===== src/eipl_pkg.sv =====
package eipl_pkg;

  // ****************************************
  // Register map: word index, byte address is four times the index
  // ****************************************
  localparam logic [7:0] ADDR_CONFIG_TWO = 8'h1E;
  localparam logic [7:0] ADDR_STATUS_CONTROL = 8'h20;
  localparam logic [7:0] ADDR_BREAK_FLAG_CONTROL = 8'h24;
  localparam logic [7:0] ADDR_EVT_STATUS = 8'h28;
  localparam logic [7:0] ADDR_EVT_MASK = 8'h2C;

  // ****************************************
  // Field positions
  // ****************************************
  localparam int CFG_PULLUP_DIS_BIT = 0;
  localparam int CFG_FUNC_EN_BIT = 1;
  localparam int SC_MODE_BIT = 0;
  localparam int SC_MASK_BIT = 1;
  localparam int SC_ACK_BIT = 2;
  localparam int SC_PEND_BIT = 3;
  localparam int BFC_CLEAR_EN_BIT = 7;
  localparam int EVT_LATCH_BIT = 0;
  localparam int EVT_ACK_BIT = 1;

  // ****************************************
  // Reset values
  // ****************************************
  localparam logic [7:0] CONFIG_TWO_RST = 8'h00;
  localparam logic EVT_MASK_RST = 1'b0;

  // ****************************************
  // Carried types
  // ****************************************
  typedef struct packed {
    logic [31:0] haddr;
    logic [1:0] htrans;
    logic hwrite;
    logic [2:0] hsize;
    logic hsel;
    logic hready;
  } eipl_ahb_req_s;

  typedef struct packed {
    logic vector_fetch;
    logic global_mask;
    logic break_state;
    logic wait_state;
    logic stop_state;
  } eipl_cpu_s;

endpackage : eipl_pkg


===== src/eipl_top.sv =====
`timescale 1ns/1ps
// Behaviour
// Interrupt function active only when enable set
// Latch holds until acknowledge or reset
// Vector fetch acknowledges and clears latch
// Ack bit write-one clears; reads zero
// Reset clears latch and trigger mode
// Mask bit withholds request from priority
// CPU global mask also blocks request
// Level mode: clear needs pin high plus ack
// Edge after ack latches new request
// Edge mode: ack clears immediately
// Pending flag readable, independent of mask
// Branch pin test sees one when disabled
// Port A bit two reads zero when enabled
// Pullup on unless pullup-disable set
// Active in wait/stop; request wakes
// Break with clear-enable: ack clears, stays
// Break without clear-enable: status unchanged
// Software masks inside level-mode service routine
// Pin synchronised, falling edge by compare
module eipl_top
  import eipl_pkg::*;
(
  // Clock and reset
  input wire logic MCLK,
  input wire logic RST,
  // AHB-Lite slave
  input wire eipl_pkg::eipl_ahb_req_s AHB_REQ,
  input wire logic [31:0] HWDATA,
  output logic [31:0] HRDATA,
  output logic HREADYOUT,
  output logic HRESP,
  // Interrupt pin, active low
  input wire logic EXT_INT_N,
  // CPU side
  input wire eipl_pkg::eipl_cpu_s CPU,
  input wire logic PORT_A_BIT_TWO_IN,
  output logic EXT_INT_REQ,
  output logic WAKEUP,
  output logic BRANCH_PIN_HIGH,
  output logic PORT_A_BIT_TWO_RD,
  output logic PULLUP_EN,
  // Event interrupt
  output logic IRQ
);
  import eipl_pkg::*;

  // ****************************************
  // Pin synchroniser and edge detect
  // ****************************************
  logic pin_s1_r, pin_s2_r, pin_prev_r;
  always_ff @(posedge MCLK or posedge RST) begin
    if (RST) begin
      pin_s1_r <= 1'b1;
      pin_s2_r <= 1'b1;
      pin_prev_r <= 1'b1;
    end else begin
      pin_s1_r <= EXT_INT_N;
      pin_s2_r <= pin_s1_r;
      pin_prev_r <= pin_s2_r;
    end
  end

  logic [7:0] config_two_r;
  logic mode_r, mask_r, clear_en_r, latch_r;
  logic [1:0] evt_status_r;
  logic evt_mask_r;
  logic func_en;
  assign func_en = config_two_r[CFG_FUNC_EN_BIT];
  logic fall_edge;
  assign fall_edge = func_en && pin_prev_r && !pin_s2_r;

  // ****************************************
  // AHB-Lite slave
  // ****************************************
  logic wr_pend_r;
  logic [7:0] wr_addr_r;
  logic acc;
  assign acc = AHB_REQ.hsel && AHB_REQ.hready && AHB_REQ.htrans[1];
  always_ff @(posedge MCLK or posedge RST) begin
    if (RST) begin
      wr_pend_r <= 1'b0;
      wr_addr_r <= 8'h00;
    end else begin
      wr_pend_r <= acc && AHB_REQ.hwrite;
      wr_addr_r <= AHB_REQ.haddr[9:2];
    end
  end
  assign HREADYOUT = 1'b1;
  assign HRESP = 1'b0;

  function automatic logic wr_hit(input logic [7:0] a);
    wr_hit = wr_pend_r && (wr_addr_r == a);
  endfunction : wr_hit

  logic ack_write;
  assign ack_write = wr_hit(ADDR_STATUS_CONTROL) && HWDATA[SC_ACK_BIT];
  // Break without clear-enable blocks software clears
  logic sw_ack;
  assign sw_ack = ack_write && (!CPU.break_state || clear_en_r);
  logic any_ack;
  assign any_ack = sw_ack || (CPU.vector_fetch && func_en);

  // ****************************************
  // Control registers
  // ****************************************
  always_ff @(posedge MCLK or posedge RST) begin
    if (RST) begin
      config_two_r <= CONFIG_TWO_RST;
      mode_r <= 1'b0;
      mask_r <= 1'b0;
      clear_en_r <= 1'b0;
      evt_mask_r <= EVT_MASK_RST;
    end else begin
      if (wr_hit(ADDR_CONFIG_TWO))
        config_two_r <= HWDATA[7:0];
      if (wr_hit(ADDR_STATUS_CONTROL)) begin
        mode_r <= HWDATA[SC_MODE_BIT];
        mask_r <= HWDATA[SC_MASK_BIT];
      end
      if (wr_hit(ADDR_BREAK_FLAG_CONTROL))
        clear_en_r <= HWDATA[BFC_CLEAR_EN_BIT];
      if (wr_hit(ADDR_EVT_MASK))
        evt_mask_r <= HWDATA[EVT_LATCH_BIT];
    end
  end

  // ****************************************
  // Request latch
  // ****************************************
  logic level_hold;
  assign level_hold = mode_r && func_en && !pin_s2_r;
  always_ff @(posedge MCLK or posedge RST) begin
    if (RST) begin
      latch_r <= 1'b0;
    end else if (fall_edge) begin
      latch_r <= 1'b1;
    end else if (any_ack) begin
      latch_r <= 1'b0;
    end
  end

  logic pending;
  assign pending = latch_r || level_hold;

  // ****************************************
  // Event status (write one to clear)
  // ****************************************
  logic [1:0] evt_set;
  assign evt_set = {any_ack && pending, fall_edge};
  always_ff @(posedge MCLK or posedge RST) begin
    if (RST) begin
      evt_status_r <= 2'b00;
    end else begin
      for (int i = 0; i < 2; i++) begin
        if (evt_set[i])
          evt_status_r[i] <= 1'b1;
        else if (wr_hit(ADDR_EVT_STATUS) && HWDATA[i])
          evt_status_r[i] <= 1'b0;
      end
    end
  end
  assign IRQ = (evt_status_r[EVT_LATCH_BIT] && evt_mask_r) || evt_status_r[EVT_ACK_BIT] && evt_mask_r;

  // ****************************************
  // Read data
  // ****************************************
  logic [7:0] rd_addr_r;
  logic rd_pend_r;
  always_ff @(posedge MCLK or posedge RST) begin
    if (RST) begin
      rd_addr_r <= 8'h00;
      rd_pend_r <= 1'b0;
    end else begin
      rd_addr_r <= AHB_REQ.haddr[9:2];
      rd_pend_r <= acc && !AHB_REQ.hwrite;
    end
  end
  always_comb begin
    HRDATA = 32'h0000_0000;
    if (rd_pend_r) begin
      case (rd_addr_r)
        ADDR_CONFIG_TWO: HRDATA[7:0] = config_two_r;
        ADDR_STATUS_CONTROL: begin
          HRDATA[SC_MODE_BIT] = mode_r;
          HRDATA[SC_MASK_BIT] = mask_r;
          HRDATA[SC_ACK_BIT] = 1'b0;
          HRDATA[SC_PEND_BIT] = pending;
        end
        ADDR_BREAK_FLAG_CONTROL: HRDATA[BFC_CLEAR_EN_BIT] = clear_en_r;
        ADDR_EVT_STATUS: HRDATA[1:0] = evt_status_r;
        ADDR_EVT_MASK: HRDATA[EVT_LATCH_BIT] = evt_mask_r;
        default: HRDATA = 32'h0000_0000;
      endcase
    end
  end

  // ****************************************
  // CPU side outputs
  // ****************************************
  logic unmasked;
  assign unmasked = pending && !mask_r;
  assign EXT_INT_REQ = unmasked && !CPU.global_mask;
  assign WAKEUP = unmasked && (CPU.wait_state || CPU.stop_state);
  assign BRANCH_PIN_HIGH = func_en ? pin_s2_r : 1'b1;
  assign PORT_A_BIT_TWO_RD = func_en ? 1'b0 : PORT_A_BIT_TWO_IN;
  assign PULLUP_EN = !config_two_r[CFG_PULLUP_DIS_BIT];

  // ****************************************
  // Checks
  // ****************************************
  property p_edge_sets;
    @(posedge MCLK) disable iff (RST) fall_edge |=> latch_r;
  endproperty
  a_edge_sets: assert property (p_edge_sets) else $error("edge did not set latch");

  property p_ack_clears;
    @(posedge MCLK) disable iff (RST) (any_ack && !fall_edge) |=> !latch_r;
  endproperty
  a_ack_clears: assert property (p_ack_clears) else $error("ack did not clear");

  property p_hold;
    @(posedge MCLK) disable iff (RST) (latch_r && !any_ack) |=> latch_r;
  endproperty
  a_hold: assert property (p_hold) else $error("latch dropped");

  property p_mask;
    @(posedge MCLK) disable iff (RST) mask_r |-> !EXT_INT_REQ;
  endproperty
  a_mask: assert property (p_mask) else $error("masked request shown");

  property p_gmask;
    @(posedge MCLK) disable iff (RST) CPU.global_mask |-> !EXT_INT_REQ;
  endproperty
  a_gmask: assert property (p_gmask) else $error("global mask ignored");

  property p_level;
    @(posedge MCLK) disable iff (RST) (mode_r && func_en && !pin_s2_r) |-> pending;
  endproperty
  a_level: assert property (p_level) else $error("level request lost");

  property p_break;
    @(posedge MCLK) disable iff (RST)
      (CPU.break_state && !clear_en_r && latch_r && !CPU.vector_fetch) |=> latch_r;
  endproperty
  a_break: assert property (p_break) else $error("break cleared latch");

  property p_disabled;
    @(posedge MCLK) disable iff (RST) !func_en |-> BRANCH_PIN_HIGH && !fall_edge;
  endproperty
  a_disabled: assert property (p_disabled) else $error("disabled pin seen");

  property p_edge_detect;
    @(posedge MCLK) disable iff (RST)
      (func_en && $fell(pin_s2_r)) |-> fall_edge;
  endproperty
  a_edge_detect: assert property (p_edge_detect) else $error("edge missed");

  property p_sync_chain;
    @(posedge MCLK) disable iff (RST) 1'b1 |=> pin_prev_r == $past(pin_s2_r);
  endproperty
  a_sync_chain: assert property (p_sync_chain) else $error("sync chain broken");

  property p_port_pass;
    @(posedge MCLK) disable iff (RST) !func_en |-> PORT_A_BIT_TWO_RD == PORT_A_BIT_TWO_IN;
  endproperty
  a_port_pass: assert property (p_port_pass) else $error("port bit not passed");

  property p_port_zero;
    @(posedge MCLK) disable iff (RST) func_en |-> !PORT_A_BIT_TWO_RD;
  endproperty
  a_port_zero: assert property (p_port_zero) else $error("port bit not zero");

  property p_pullup;
    @(posedge MCLK) disable iff (RST)
      wr_hit(ADDR_CONFIG_TWO) |=> PULLUP_EN == !$past(HWDATA[CFG_PULLUP_DIS_BIT]);
  endproperty
  a_pullup: assert property (p_pullup) else $error("pullup control wrong");

  property p_vector_clears;
    @(posedge MCLK) disable iff (RST)
      (CPU.vector_fetch && func_en && !fall_edge) |=> !latch_r;
  endproperty
  a_vector_clears: assert property (p_vector_clears) else $error("fetch kept latch");

  property p_ack_reads_zero;
    @(posedge MCLK) disable iff (RST)
      (rd_pend_r && rd_addr_r == ADDR_STATUS_CONTROL) |-> !HRDATA[SC_ACK_BIT];
  endproperty
  a_ack_reads_zero: assert property (p_ack_reads_zero) else $error("ack bit read one");

  property p_pend_read;
    @(posedge MCLK) disable iff (RST)
      (rd_pend_r && rd_addr_r == ADDR_STATUS_CONTROL) |-> HRDATA[SC_PEND_BIT] == pending;
  endproperty
  a_pend_read: assert property (p_pend_read) else $error("pending flag wrong");

  property p_wake;
    @(posedge MCLK) disable iff (RST)
      (pending && !mask_r && (CPU.stop_state || CPU.wait_state)) |-> WAKEUP;
  endproperty
  a_wake: assert property (p_wake) else $error("no wakeup");

  property p_break_clear;
    @(posedge MCLK) disable iff (RST)
      (CPU.break_state && clear_en_r && ack_write && !fall_edge) |=> !latch_r;
  endproperty
  a_break_clear: assert property (p_break_clear) else $error("break clear ignored");

  property p_idle_quiet;
    @(posedge MCLK) disable iff (RST) !pending |-> !EXT_INT_REQ && !WAKEUP;
  endproperty
  a_idle_quiet: assert property (p_idle_quiet) else $error("request without pending");

  property p_evt_set;
    @(posedge MCLK) disable iff (RST) fall_edge |=> evt_status_r[EVT_LATCH_BIT];
  endproperty
  a_evt_set: assert property (p_evt_set) else $error("event bit not set");

  property p_mode_write;
    @(posedge MCLK) disable iff (RST)
      wr_hit(ADDR_STATUS_CONTROL) |=> mode_r == $past(HWDATA[SC_MODE_BIT]);
  endproperty
  a_mode_write: assert property (p_mode_write) else $error("mode not written");

endmodule : eipl_top


===== config.mk =====
export PLATFORM = sky130hd
export DESIGN_NAME = eipl_top
export DESIGN_NICKNAME = d
export VERILOG_FILES = /design/src/eipl_pkg.sv /design/src/eipl_top.sv
export SDC_FILE = /design/constraint.sdc
export NUM_CORES = 1
export LEC_CHECK = 0
export ABC_AREA = 1
export BUFFER_PORTS_ARGS = -buffer_cell sky130_fd_sc_hd__buf_4
export CAP_MARGIN = 10
export CORE_ASPECT_RATIO = 0.6
export CORE_MARGIN = 4
export CORE_UTILIZATION = 36
export DETAILED_ROUTE_END_ITERATION = 6
export PLACE_DENSITY_LB_ADDON = 0.08
export SYNTH_ARGS = -nofsm -noshare
export SYNTH_HDL_FRONTEND = slang
export SYNTH_SLANG_ARGS = --single-unit

===== constraint.sdc =====
create_clock -name MCLK -period 1.1 [get_ports MCLK]
set_input_delay 0.11 -clock MCLK [delete_from_list [all_inputs] [get_ports MCLK]]
set_output_delay 0.11 -clock MCLK [all_outputs]
set_load 0.03 [all_outputs]

==> results.md <==
- Area growth, synth to finish: 52.8%
- Critical setup path kind: register to primary output
- Seq cells post-synth: 28
- Leak: 1.24 nW
- Crit. End Element: primary output
- WP data required: 0.99 ns
- Status: finished with violations
- Nets: 345
- Min Tclk post-route: 1.66 ns
- Vias in the first global route: 1256
- Total power: 2.15 mW
- Reg2Reg Depth: 9
- Post-synthesis cell area: 1560 um2
- H-Tree Depth: 1
- Distinct cell type count after synthesis: 17
- Gr ovfl total: 0
- RSZ-0062 raised after global routing: yes
- TNS Setup: -7.36 ns
- First-pass GRT wire length: 5.99 mm
- Slew Viols, Final: 0
- Final hold vios: 0
- Routed WL per cell: 11.0 um
- Cell Count, Final, Fillers Out: 323
- Critical Path Max Stage Delay: 0.40 ns
- Area share of the largest cell type after synthesis: 40.0%
- WL met1: 1.71 mm
- Final core utilization: 57.6%
- Pwr/cell area: 900 nW/um2
- Maximum VDD drop: 362 uV
- Sequential cell area fraction in the yosys report: 45.1%
- 1st-iter DRT viols: 60
- Crit-path cells: inv_2 -> nand2_4 -> nor2_4 -> nand2_2 -> nand3_2 -> nand2_2 -> nor2_4 -> buf_6
- Clock latency on the worst-skew pair: 0.28 ns
- Initial Util: 37.7%
- Final instance area: 2390 um2
- Row Count: 18
- Crit path max fanout: 8
- Diode count: 0
- Core area: 4140 um2
- Clk buf depth: 2
- WL met3: 337 um
- Max-cap violations: 0
- First-pass DRT Iterations: 4
- Root buf cell: clkbuf_8
- Synthesized area per cell: 7.93 um2
- CTS Buf Count: 3
- Post-DRT Antenna Nets: 0
- HP Class: input port to register
- Clock transition at path regs: 0.09 ns
- Dpl cells: 302
- HPWL after DPL: 2.66 mm
- Startpoint types: register
- Hold Crit Depth: 3
- Max stage delay cell, worst path: dfrtp_1
- Tot GR Track Use: 14.1%
- DP Worst Slack: -0.262 ns
- Detailed-route wire length: 3.55 mm
- Die X: 93.1 um
- Critical path arrival: 1.55 ns
- Final hold slack: 0.0725 ns
- Drt drc: 0
- Cells after Synth: 197
- Tcrit/Tclk final: 151%
- Drt via density: 4.03
- IO buf count: 42
- FMAX: 603 MHz
- Initial antenna violation count: 0
- IO Pins: 121
- Setup violators final: 28
- Top cell type by total area after synthesis: dfrtp_1
- Placed Area: 2040 um2
- CTS tree: built
- Clock Skews: 0.00408 ns
- Final Wtd Congestion: 0.777
- Largest net degree at the start of global routing: 29
- Metal2 WL: 1.47 mm
- Share of cells above drive strength 1: 45.2%
- Die Span Y: 59.0 um
- Failing checks: setup timing
- Routed vias: 1302
- YS warnings: 0
- Clock sinks: 28
- Die Footprint: 5490 um2
- Top Metal Used: met4
- Synth top area cells: dfrtp_1 (40%), buf_4 (12%), nand2_1 (9.1%)
- Final worst slack: -0.557 ns
final timing paths:
check / start / to / slack (ns)
setup / recovery: rd_addr_r[6]$_DFF_PP0_ / HRDATA[1] / -0.56
setup reg to reg: rd_addr_r[6]$_DFF_PP0_ / evt_status_r[0]$_DFFE_PP0P_ / -0.26
hold reg to reg: pin_s1_r$_DFF_PP1_ / pin_s2_r$_DFF_PP1_ / 0.36
min in group asynchronous: RST / rd_addr_r[0]$_DFF_PP0_ / 0.45
hold / removal: HWDATA[6] / config_two_r[6]$_DFFE_PP0P_ / 0.07
max in group asynchronous: RST / pin_s1_r$_DFF_PP1_ / 0.33
cell usage after synthesis (all sizes together):
library cell,number
buf,27
o21bai,1
dfrtp,25
nand2,42
nor3,1
o21ai,13
inv,33
conb,2
nor2,32
a21oi,2
dfstp,3
nand3,16
final cells by class:
type | count | area (um2)
fill | 364 | 1760
multi-input combinational | 133 | 860
sequential | 28 | 706
timing repair buffer | 65 | 568
inverter | 33 | 124
tap | 60 | 75.1
clock buffer | 4 | 55.1
layer usage:
layer  global-route usage, %  up-vias
met5                       0        -
met4                    3.13        0
met3                    3.30        2
met2                    21.3       58
met1                    20.7      569
li1                        -      673
critical path, delay by kind of cell, from the launching register on:
family / cells / cell delay (ns)
buffers and inverters: 2 / 0.20
DFF: 1 / 0.40
and+or+nand+nor: 6 / 0.68
kinds of logic (layout without fill, tap and decap cells):
kind of cell,count (synthesis),count (layout),share of synthesized area (%)
AO/OA/AOI/OAI,16,16,7.21
buffers and inverters,60,102,21.1
flip-flops,28,28,45.1
other,2,26,0.481
AND/OR/NAND/NOR,91,91,26.1
cell usage in the layout, fill, tap and decap left out:
| cell type | netlist | routed |
|---|---|---|
| buf_4 | 26 | 40 |
| nor2_1 | 29 | 10 |
| dlygate4sd3_1 | 0 | 11 |
| inv_1 | 33 | 28 |
| buf_6 | 1 | 14 |
| nor2_4 | 3 | 16 |
| nand2_2 | 4 | 6 |
| nand3_4 | 1 | 3 |
| clkbuf_8 | 0 | 4 |
| o21ai_4 | 0 | 1 |
| nand3_1 | 15 | 10 |
| nand3_2 | 0 | 3 |
| o21ai_0 | 5 | 4 |
| dfrtp_2 | 0 | 1 |
| o21bai_4 | 0 | 1 |
| nand2_4 | 0 | 6 |
| dfstp_2 | 3 | 3 |
| a21oi_1 | 2 | 1 |
| a21oi_4 | 0 | 1 |
| conb_1 | 2 | 26 |
| nor2_2 | 0 | 6 |
| nor3_2 | 0 | 1 |
| inv_2 | 0 | 5 |
| dfrtp_1 | 25 | 24 |
| o21ai_2 | 8 | 8 |
| nand2_1 | 38 | 30 |
flip-flops by register name, summed over array words and instances (netlist names):
name,flops
evt_status_r,2
pin_s1_r,1
pin_s2_r,1
clear_en_r,1
wr_pend_r,1
rd_addr_r,8
config_two_r,8
mask_r,1
rd_pend_r,1
mode_r,1
evt_mask_r,1
pin_prev_r,1
latch_r,1
power by group:
part	internal, mW	switching, mW	leakage [nW]
Sequential	1.07	0.0268	0.287
Combinational	0.154	0.264	0.919
Clock	0.321	0.318	0.0288
what timing repair did:
item / 4_1_cts / 5_1_grt
setup endpoints to repair: 28 / 28
hold endpoints to repair: 35 / 0
resized for setup: 33 / 7
hold buffers: 11 / 0
pin swaps: 19 / 11
setup buffers: 5 / 3
gates cloned: 0 / 0
Note: power is estimated with default switching activity, not from simulation.
